--- src/include/bocs_regs.svh ---
// register offsets, field positions, reset values and timing counts of the overcurrent supervisor
`ifndef BOCS_REGS_SVH
`define BOCS_REGS_SVH
// ****************************************************************
// register offsets (word index on the plain register port)
// ****************************************************************
`define BOCS_ADDR_W            4
`define BOCS_OFS_STATUS        4'h0
`define BOCS_OFS_MASK          4'h1
`define BOCS_OFS_RESPONSE      4'h2
`define BOCS_OFS_AVG_THR       4'h3
`define BOCS_OFS_CC_REF        4'h4
`define BOCS_OFS_CMD           4'h5
`define BOCS_OFS_STATE         4'h6
// ****************************************************************
// field positions and reset values
// ****************************************************************
`define BOCS_BIT_AVG           4
`define BOCS_BIT_PEAK          5
`define BOCS_BIT_RESP_PEAK     0
`define BOCS_BIT_RESP_AVG      1
`define BOCS_BIT_CMD_CLEAR     0
`define BOCS_MASK_RST          8'h00
`define BOCS_RESP_RST          8'h00
`define BOCS_AVG_THR_RST       3'h0
`define BOCS_CC_REF_RST        3'h7
// ****************************************************************
// timing counts, in switching cycles
// ****************************************************************
`define BOCS_PEAK_CYCLES       2'h3
`define BOCS_HICCUP_SS_CYCLES  8'h40
`endif

--- src/include/bocs_pkg.sv ---
// types of the overcurrent supervisor
package bocs_pkg;
   // ****************************************************************
   // supervisor state, gray coded in the order soft-start, run, hiccup, latched
   // ****************************************************************
   typedef enum logic [1:0] {
      BOCS_SOFT_START = 2'h0,
      BOCS_RUN        = 2'h1,
      BOCS_HICCUP     = 2'h3,
      BOCS_LATCHED    = 2'h2
   } bocs_state_t;

   // per-phase comparator results
   typedef struct packed {
      logic peak_cycle_limit;
      logic negative_cycle_limit;
      logic peak_fault_level;
   } bocs_phase_cmp_t;

   // per-phase gate permissions
   typedef struct packed {
      logic low_side_gate;
      logic high_side_gate;
   } bocs_gate_t;
endpackage

--- src/hdl/bocs_supervisor.sv ---
// overcurrent supervisor of a two-phase boost controller
// Functional notes
// - peak limit hit turns off that phase low-side gate for the cycle
// - below negative limit turns off that phase high-side gate, no shutdown
// - second peak threshold three consecutive cycles on a phase raises peak fault
// - peak and average fault detection armed from soft-start onward
// - peak fault sets status bit 5 and drives alert low
// - average monitor above threshold sets status bit 4 and alert low
// - unmasked fault stops all switching, enters hiccup or latch-off per setting
// - mask bits reset to zero; masked fault only flags, switching continues
// - hiccup peak fault resumes via soft-start once no phase trips
// - hiccup average fault resumes via soft-start once monitor drops below
// - status bits stay set; alert low while any set
// - status cleared only by write, clear command, enable toggle, or reset
// - alert released only when every status bit is zero
// - average fault threshold selectable among eight settings, default first
// - constant-current reference selectable among eight, default highest setting
// - constant-current loop active from soft-start onward
// - latch-off keeps switching off until reset or an enable toggle; registers stay usable
//
// The plain strobed port and the register addresses were left to the implementer.
`timescale 1ns/1ps
`include "bocs_regs.svh"

module bocs_supervisor
   import bocs_pkg::*;
(
   input  wire logic                     clk,
   input  wire logic                     rst_n,
   input  wire logic                     cycle_start,
   input  wire logic                     enable,
   input  wire bocs_phase_cmp_t [1:0]    phase_current_sense,
   input  wire logic                     avg_overcurrent_comparator,
   input  wire logic [`BOCS_ADDR_W-1:0]  addr,
   input  wire logic [7:0]               wdata,
   input  wire logic                     wr,
   input  wire logic                     rd,
   output logic      [7:0]               rdata,
   output bocs_gate_t [1:0]              gate_enable,
   output logic                          switching_en,
   output logic                          constant_current_loop,
   output logic      [2:0]               avg_overcurrent_threshold_cmd,
   output logic      [2:0]               const_current_ref_cmd,
   output logic                          alert_n,
   output logic                          irq
);

   // ****************************************************************
   // input synchronisers
   // ****************************************************************
   logic [8:0] sync1_q;
   logic [8:0] sync2_q;
   wire  [8:0] raw_in = {enable, avg_overcurrent_comparator, cycle_start,
                         phase_current_sense[1], phase_current_sense[0]};

   // two flops before any logic sees the pins
   always_ff @(posedge clk) begin
      if (!rst_n) begin
         sync1_q <= 9'h000;
         sync2_q <= 9'h000;
      end else begin
         sync1_q <= raw_in;
         sync2_q <= sync1_q;
      end
   end

   bocs_phase_cmp_t [1:0] cmp;
   wire logic en_s    = sync2_q[8];
   wire logic avg_s   = sync2_q[7];
   wire logic cyc_s   = sync2_q[6];
   assign cmp[1]      = sync2_q[5:3];
   assign cmp[0]      = sync2_q[2:0];

   // cycle boundary is the rising edge of the synchronised cycle marker
   logic cyc_d1_q;
   wire logic cyc_edge = cyc_s & ~cyc_d1_q;

   // ****************************************************************
   // register file
   // ****************************************************************
   logic [7:0]  status_q;
   logic [7:0]  mask_q;
   logic [7:0]  resp_q;
   logic [2:0]  avg_thr_q;
   logic [2:0]  cc_ref_q;
   bocs_state_t state_q;
   bocs_state_t state_d;
   logic [7:0]  ss_cnt_q;
   logic [1:0]  peak_cnt_q [1:0];
   logic        en_d1_q;

   wire logic wr_status = wr && (addr == `BOCS_OFS_STATUS);
   wire logic wr_mask   = wr && (addr == `BOCS_OFS_MASK);
   wire logic wr_resp   = wr && (addr == `BOCS_OFS_RESPONSE);
   wire logic wr_avg    = wr && (addr == `BOCS_OFS_AVG_THR);
   wire logic wr_cc     = wr && (addr == `BOCS_OFS_CC_REF);
   wire logic wr_cmd    = wr && (addr == `BOCS_OFS_CMD);
   wire logic clear_all = wr_cmd && wdata[`BOCS_BIT_CMD_CLEAR];

   // enable toggle restarts state, counters and status, as a reset would; settings are kept
   wire logic en_toggle = en_s ^ en_d1_q;

   // ****************************************************************
   // fault detection
   // ****************************************************************
   // detection is armed whenever enabled, soft-start included
   wire logic armed = en_s;

   logic [1:0] peak_hit;
   genvar g;
   generate
      for (g = 0; g < 2; g++) begin : g_phase
         // third consecutive cycle at the second threshold
         assign peak_hit[g] = cyc_edge && cmp[g].peak_fault_level &&
                              (peak_cnt_q[g] == `BOCS_PEAK_CYCLES - 2'h1);

         // counter advances per cycle and clears on a miss
         always_ff @(posedge clk) begin
            if (!rst_n) begin
               peak_cnt_q[g] <= 2'h0;
            end else if (!armed || en_toggle) begin
               peak_cnt_q[g] <= 2'h0;
            end else if (cyc_edge) begin
               if (!cmp[g].peak_fault_level) begin
                  peak_cnt_q[g] <= 2'h0;
               end else if (peak_cnt_q[g] != `BOCS_PEAK_CYCLES) begin
                  peak_cnt_q[g] <= peak_cnt_q[g] + 2'h1;
               end
            end
         end
      end
   endgenerate

   wire logic peak_evt = armed && (|peak_hit);
   wire logic avg_evt  = armed && avg_s;

   wire logic [7:0] set_bits = ({7'h00, peak_evt} << `BOCS_BIT_PEAK) |
                               ({7'h00, avg_evt}  << `BOCS_BIT_AVG);

   // unmasked events shut switching down
   wire logic peak_trip = peak_evt && !mask_q[`BOCS_BIT_PEAK];
   wire logic avg_trip  = avg_evt  && !mask_q[`BOCS_BIT_AVG];
   wire logic any_trip  = peak_trip || avg_trip;
   wire logic latch_sel = (peak_trip && resp_q[`BOCS_BIT_RESP_PEAK]) ||
                          (avg_trip  && resp_q[`BOCS_BIT_RESP_AVG]);

   // still tripping: any phase at the second threshold, or monitor high
   wire logic peak_now  = cmp[0].peak_fault_level || cmp[1].peak_fault_level;
   wire logic still_bad = peak_now || avg_s;

   // ****************************************************************
   // state machine
   // ****************************************************************
   always_comb begin
      state_d = state_q;
      case (state_q)
         BOCS_SOFT_START: begin
            if (any_trip) begin
               state_d = latch_sel ? BOCS_LATCHED : BOCS_HICCUP;
            end else if (ss_cnt_q == `BOCS_HICCUP_SS_CYCLES) begin
               state_d = BOCS_RUN;
            end
         end
         BOCS_RUN: begin
            if (any_trip) begin
               state_d = latch_sel ? BOCS_LATCHED : BOCS_HICCUP;
            end
         end
         BOCS_HICCUP: begin
            if (!still_bad) begin
               state_d = BOCS_SOFT_START;
            end
         end
         BOCS_LATCHED: begin
            state_d = BOCS_LATCHED;
         end
         default: begin
            state_d = BOCS_SOFT_START;
         end
      endcase
   end

   // state, soft-start cycle count, enable and edge history
   always_ff @(posedge clk) begin
      if (!rst_n) begin
         state_q  <= BOCS_SOFT_START;
         ss_cnt_q <= 8'h00;
         en_d1_q  <= 1'b0;
         cyc_d1_q <= 1'b0;
      end else begin
         en_d1_q  <= en_s;
         cyc_d1_q <= cyc_s;
         if (en_toggle || !en_s) begin
            state_q  <= BOCS_SOFT_START;
            ss_cnt_q <= 8'h00;
         end else begin
            state_q <= state_d;
            if (state_d != BOCS_SOFT_START) begin
               ss_cnt_q <= 8'h00;
            end else if (cyc_edge && ss_cnt_q != `BOCS_HICCUP_SS_CYCLES) begin
               ss_cnt_q <= ss_cnt_q + 8'h01;
            end
         end
      end
   end

   // ****************************************************************
   // registers: sticky status, mask, response, thresholds
   // ****************************************************************
   // set wins over a clear in the same cycle; only writes, command, enable toggle or reset clear
   always_ff @(posedge clk) begin
      if (!rst_n) begin
         status_q  <= 8'h00;
         mask_q    <= `BOCS_MASK_RST;
         resp_q    <= `BOCS_RESP_RST;
         avg_thr_q <= `BOCS_AVG_THR_RST;
         cc_ref_q  <= `BOCS_CC_REF_RST;
      end else begin
         if (en_toggle || clear_all) begin
            status_q <= set_bits;
         end else if (wr_status) begin
            status_q <= (status_q & ~wdata) | set_bits;
         end else begin
            status_q <= status_q | set_bits;
         end
         if (wr_mask) begin
            mask_q <= wdata;
         end
         if (wr_resp) begin
            resp_q <= wdata;
         end
         if (wr_avg) begin
            avg_thr_q <= wdata[2:0];
         end
         if (wr_cc) begin
            cc_ref_q <= wdata[2:0];
         end
      end
   end

   // ****************************************************************
   // register read port, data one cycle after the strobe
   // ****************************************************************
   logic [7:0] rdata_d;
   always_comb begin
      case (addr)
         `BOCS_OFS_STATUS:   rdata_d = status_q;
         `BOCS_OFS_MASK:     rdata_d = mask_q;
         `BOCS_OFS_RESPONSE: rdata_d = resp_q;
         `BOCS_OFS_AVG_THR:  rdata_d = {5'h00, avg_thr_q};
         `BOCS_OFS_CC_REF:   rdata_d = {5'h00, cc_ref_q};
         `BOCS_OFS_STATE:    rdata_d = {6'h00, state_q};
         default:            rdata_d = 8'h00;
      endcase
   end

   // unmapped reads and idle cycles return zero
   always_ff @(posedge clk) begin
      if (!rst_n) begin
         rdata <= 8'h00;
      end else begin
         rdata <= rd ? rdata_d : 8'h00;
      end
   end

   // ****************************************************************
   // gate permissions and outputs
   // ****************************************************************
   logic [1:0] lo_cut_q;
   logic [1:0] hi_cut_q;
   wire logic  run_ok = en_s && (state_q == BOCS_RUN || state_q == BOCS_SOFT_START);

   // cycle-by-cycle cuts hold until the next cycle starts; no shutdown involved
   always_ff @(posedge clk) begin
      if (!rst_n) begin
         lo_cut_q <= 2'h0;
         hi_cut_q <= 2'h0;
      end else begin
         for (int i = 0; i < 2; i++) begin
            if (cmp[i].peak_cycle_limit) begin
               lo_cut_q[i] <= 1'b1;
            end else if (cyc_edge) begin
               lo_cut_q[i] <= 1'b0;
            end
            if (cmp[i].negative_cycle_limit) begin
               hi_cut_q[i] <= 1'b1;
            end else if (cyc_edge) begin
               hi_cut_q[i] <= 1'b0;
            end
         end
      end
   end

   // a comparator trip cuts its gate at once, the flop carries it to cycle end
   always_comb begin
      for (int i = 0; i < 2; i++) begin
         gate_enable[i].low_side_gate  = run_ok && !lo_cut_q[i] &&
                                         !cmp[i].peak_cycle_limit;
         gate_enable[i].high_side_gate = run_ok && !hi_cut_q[i] &&
                                         !cmp[i].negative_cycle_limit;
      end
   end

   assign switching_en                  = run_ok;
   assign constant_current_loop         = run_ok;
   assign avg_overcurrent_threshold_cmd = avg_thr_q;
   assign const_current_ref_cmd         = cc_ref_q;
   assign alert_n                       = ~(|status_q);
   assign irq                           = |(status_q & ~mask_q);

endmodule

--- config.mk ---
export PLATFORM = sky130hd
export DESIGN_NAME = bocs_supervisor
export DESIGN_NICKNAME = d
export VERILOG_FILES = /design/src/include/bocs_pkg.sv /design/src/hdl/bocs_supervisor.sv
export VERILOG_INCLUDE_DIRS = /design/src /design/src/include
export SDC_FILE = /design/constraint.sdc
export NUM_CORES = 1
export LEC_CHECK = 0
export ABC_AREA = 1
export BUFFER_PORTS_ARGS = -buffer_cell sky130_fd_sc_hd__clkbuf_2
export CORE_AREA = 2 2 100 102
export DETAILED_ROUTE_END_ITERATION = 6
export DIE_AREA = 0 0 102 104
export PLACE_DENSITY = 0.49
export SETUP_SLACK_MARGIN = 0.3
export SLEW_MARGIN = 20
export SYNTH_ARGS = -nofsm -noshare
export SYNTH_HDL_FRONTEND = slang
export SYNTH_SLANG_ARGS = --single-unit
--- constraint.sdc ---
create_clock -name clk -period 1.9 [get_ports clk]
set_input_delay 0.57 -clock clk [delete_from_list [all_inputs] [get_ports clk]]
set_output_delay 0.57 -clock clk [all_outputs]
set_load 0.03 [all_outputs]
==> flow_summary.toml <==
[setup_path]
arrival_ps = 1370
slowest_delay_ps = 320
cp_max_fo = 3
path_class = "flip-flop to output pin"
crit_family = "compound AO/OA/AOI/OAI gates"
critPathSlowestCell = "dfxtp_2"
r2r_start = "sync2_q[8]"
end_kind = "output pin"
crit_required_ps = 1330
ff2ff_path_depth = 5
path_buf_inv = 2
path_cells = "inv_2 > o22ai_2 > a221oi_2 > o211ai_1 > buf_4"
start_kind = "flip-flop"
r2r_slack_ps = 420

[logic_synthesis]
yosys.area_share.simple_pct = 22.4
synth_cell_types = 35
syn_inst = 403
syn_area_mm2 = 0.00326
yosys_most_used_dff = "dfxtp_1"
synthXorXnorAreaFrac_pct = 1.07
synth_top_cell_area_share_pct = 44.2
postSynth.asyncResetShare_pct = 0
synth_top_family_by_area = "simple AND/OR/NAND/NOR gates"
synth_mux_area_share_pct = 0
synth_commonest_cells = "inv_1, dfxtp_1, nand2_1"
yosysSeqAreaShare_pct = 47.8
synth-edff-count = 4
syn_nets = 435
synthAdderAreaFrac_pct = 2.68
synth-compound-area-share_pct = 15.3
synthTopCellsByArea = "dfxtp_1, inv_1, nand2_1, a21oi_1, edfxtp_1"
yosys.area.top_type = "dfxtp_1"
yosysMostFrequentCell = "inv_1"
syn_avg_cell_area_um2 = 8.10
synth_warnings = 0
ys_seq_elements = 76

[route]
dr.pass1.iters = 4
drc_errors = 0
antenna_left = 0
vias_per_cell = 4.57
detail_route.wl_per_cell_um = 12.5
drt-total-wl_um = 7490
drt_iter0_markers = 62
num_vias = 2733

[pwr]
p_clk_share_pct = 42.0
p_leak_nw = 1.77
switching_share_pct = 24.0
power_density_mw_per_mm2 = 777
power.share.combinational_pct = 6.9
seqPwrFrac_pct = 51.1
intPower_mw = 2.47
switching_power_mw = 0.780
vdd_drop_max_mv = 0.341

[timing]
setup_ws_ps = -36.4
final_max_slew_viol_count = 0
fmax_mhz = 516
slew_headroom_pct = 78.5
finalSetupViolations = 1
min_period_ps = 1940
post-route-period-util_pct = 102
finalClockSkew_ps = 8.81
whs_ps = 401
hold_violations = 0
rsz0062_at_grt = "true"
tightest_slew_ps = 321

[global_routing]
gr-usage-all-layers_pct = 15.2
antenna_found_initial = 0
grt_pass1_wl_um = 12800
grt_pass1_vias = 2627
grt_max_degree = 42
grt-ovfl-total = 0

[final_layout]
syn_to_final_growth_pct = 27.9
fin_area_mm2 = 0.00418
drive_gt1_share_pct = 28.6
stdcell_count = 598
final_nets = 492
ff_latch_area_mm2 = 0.00157
fillers = 1011
num_antenna_cells = 0
multi_input_area_mm2 = 0.00153

[floorplanning]
die_y_um = 104
std_cell_rows = 36
fp.dieW_um = 102
pin_count = 47
core_area_mm2 = 0.00955
initial_core_util_pct = 34.2
die-area_mm2 = 0.0106

[clocking]
root_buffer = "clkbuf_8"
cts_buffers = 9
htreeDepth = 3
worstSkewPairLatency_ps = 350
clock_path_buffers = 2
path_clk_slew_ps = 90
clock_sinks = 76
ctsHoldBuffers = 0
cts_tree = "yes"

[worst_hold_path]
hold_path_end = "sync1_q[2]"
worstHoldStart = "phase_current_sense[2]"
holdPathStages = 3
hold_path_class = "primary input to flip-flop"

[placed_design]
gp_congestion = 0.818
hpwl_um = 5430
dp_cells = 576
placed_area_mm2 = 0.00365
io_buffers = 46

[flow_run]
max_cap_viol_count = 0

[status]
violations = "negative setup slack"
status = "finished, violations left"
## worst reg2reg max path: cells and delay by family, from the launching register on
family	cells	cell delay, ps
buf+inv	1	170
fa+ha+maj	1	240
compound gates	2	450
flops	1	370
simple gates	1	160
## worst max-delay path by stage
stage                          end  slack (ps)   startpoint  cells past startpoint
floorplan           gate_enable[0]         120   sync2_q[8]                      2
global placement               irq         220  status_q[3]                      5
detailed placement             irq         200  status_q[3]                      5
CTS                            irq         -30  status_q[2]                      5
global route                   irq         -50  status_q[2]                      5
finish                         irq         -40  status_q[2]                      5
## registers in the layout, indices dropped and copies added, names as in the netlist, named ones only
| signal | count |
|---|---|
| sync1_q | 9 |
| sync2_q | 9 |
| avg_overcurrent_threshold_cmd | 3 |
| status_q | 6 |
| const_current_ref_cmd | 3 |
| resp_q | 8 |
| cyc_d1_q | 1 |
| hi_cut_q | 2 |
| en_d1_q | 1 |
| ss_cnt_q | 8 |
| rdata | 8 |
| lo_cut_q | 2 |
| mask_q | 8 |
| peak_cnt_q | 4 |
| state_q | 2 |
## power by group through the flow
| stage | logic, mW | registers, mW | clock network (mW) |
|---|---|---|---|
| floorplan | 0.116 | 1.69 | 0 |
| detailed placement | 0.206 | 1.69 | 0 |
| CTS | 0.221 | 1.66 | 1.40 |
| global placement | 0.203 | 1.69 | 0 |
| global route | 0.251 | 1.66 | 1.48 |
| finish | 0.225 | 1.66 | 1.36 |
## area by class of cell
cell class | instances | share of cell area [%]
Tap cell | 133 | 3.99
Timing Repair Buffer | 55 | 9.05
Sequential cell | 76 | 37.7
Multi-Input combinational cell | 238 | 36.7
Clock buffer | 11 | 3.15
Clock inverter | 5 | 2.04
Inverter | 80 | 7.43
## repair_timing
| action | CTS | global route |
|---|---|---|
| endpoints found under the setup margin | 14 | 26 |
| pin swaps | 3 | 9 |
| gates resized for setup | 40 | 28 |
| setup buffers | 5 | 1 |
| cloned | 0 | 0 |
## metrics by stage
step | worst slack, ps | util (%) | setup TNS, ps | power [mW]
6_report | -36.4 | 43.7 | -36.4 | 3.25
5_1_grt | -52.8 | 43.7 | -87.2 | 3.39
4_1_cts | -33.1 | 42.5 | -33.1 | 3.28
3_5_place_dp | 202 | 38.2 | 0 | 1.90
3_3_place_gp | 218 | 38.2 | 0 | 1.89
2_1_floorplan | 120 | - | 0 | 1.81
## placed cells by master, fill, tap and decap left out, types with 7 or more instances in the layout
cell,n
clkbuf_2,38
nand3_2,7
buf_4,9
clkbuf_8,13
nor2_1,24
nand2_2,9
o22ai_1,7
nor3_2,8
dfxtp_1,65
o21ai_0,22
nand2_1,52
nand3_1,15
inv_1,72
a21oi_1,30
## cells by family (layout without fill, tap and decap cells)
group | Yosys count | count (layout)
DFF | 76 | 76
buffers and inverters | 89 | 151
xor gates and xnor gates | 4 | 4
AOI/OAI and AO/OA | 84 | 84
adders and majority gates | 7 | 7
and+or+nand+nor | 143 | 143
## per-layer routing
layer / wire [um] / vias to the layer above / track usage (%)
met5: 0 / - / 0
met4: 115 / 0 / 5.43
met3: 269 / 11 / 2.89
met2: 3470 / 40 / 24.0
met1: 3630 / 1245 / 20.6
li1: - / 1437 / -
Note: power is estimated with default switching activity, not from simulation.
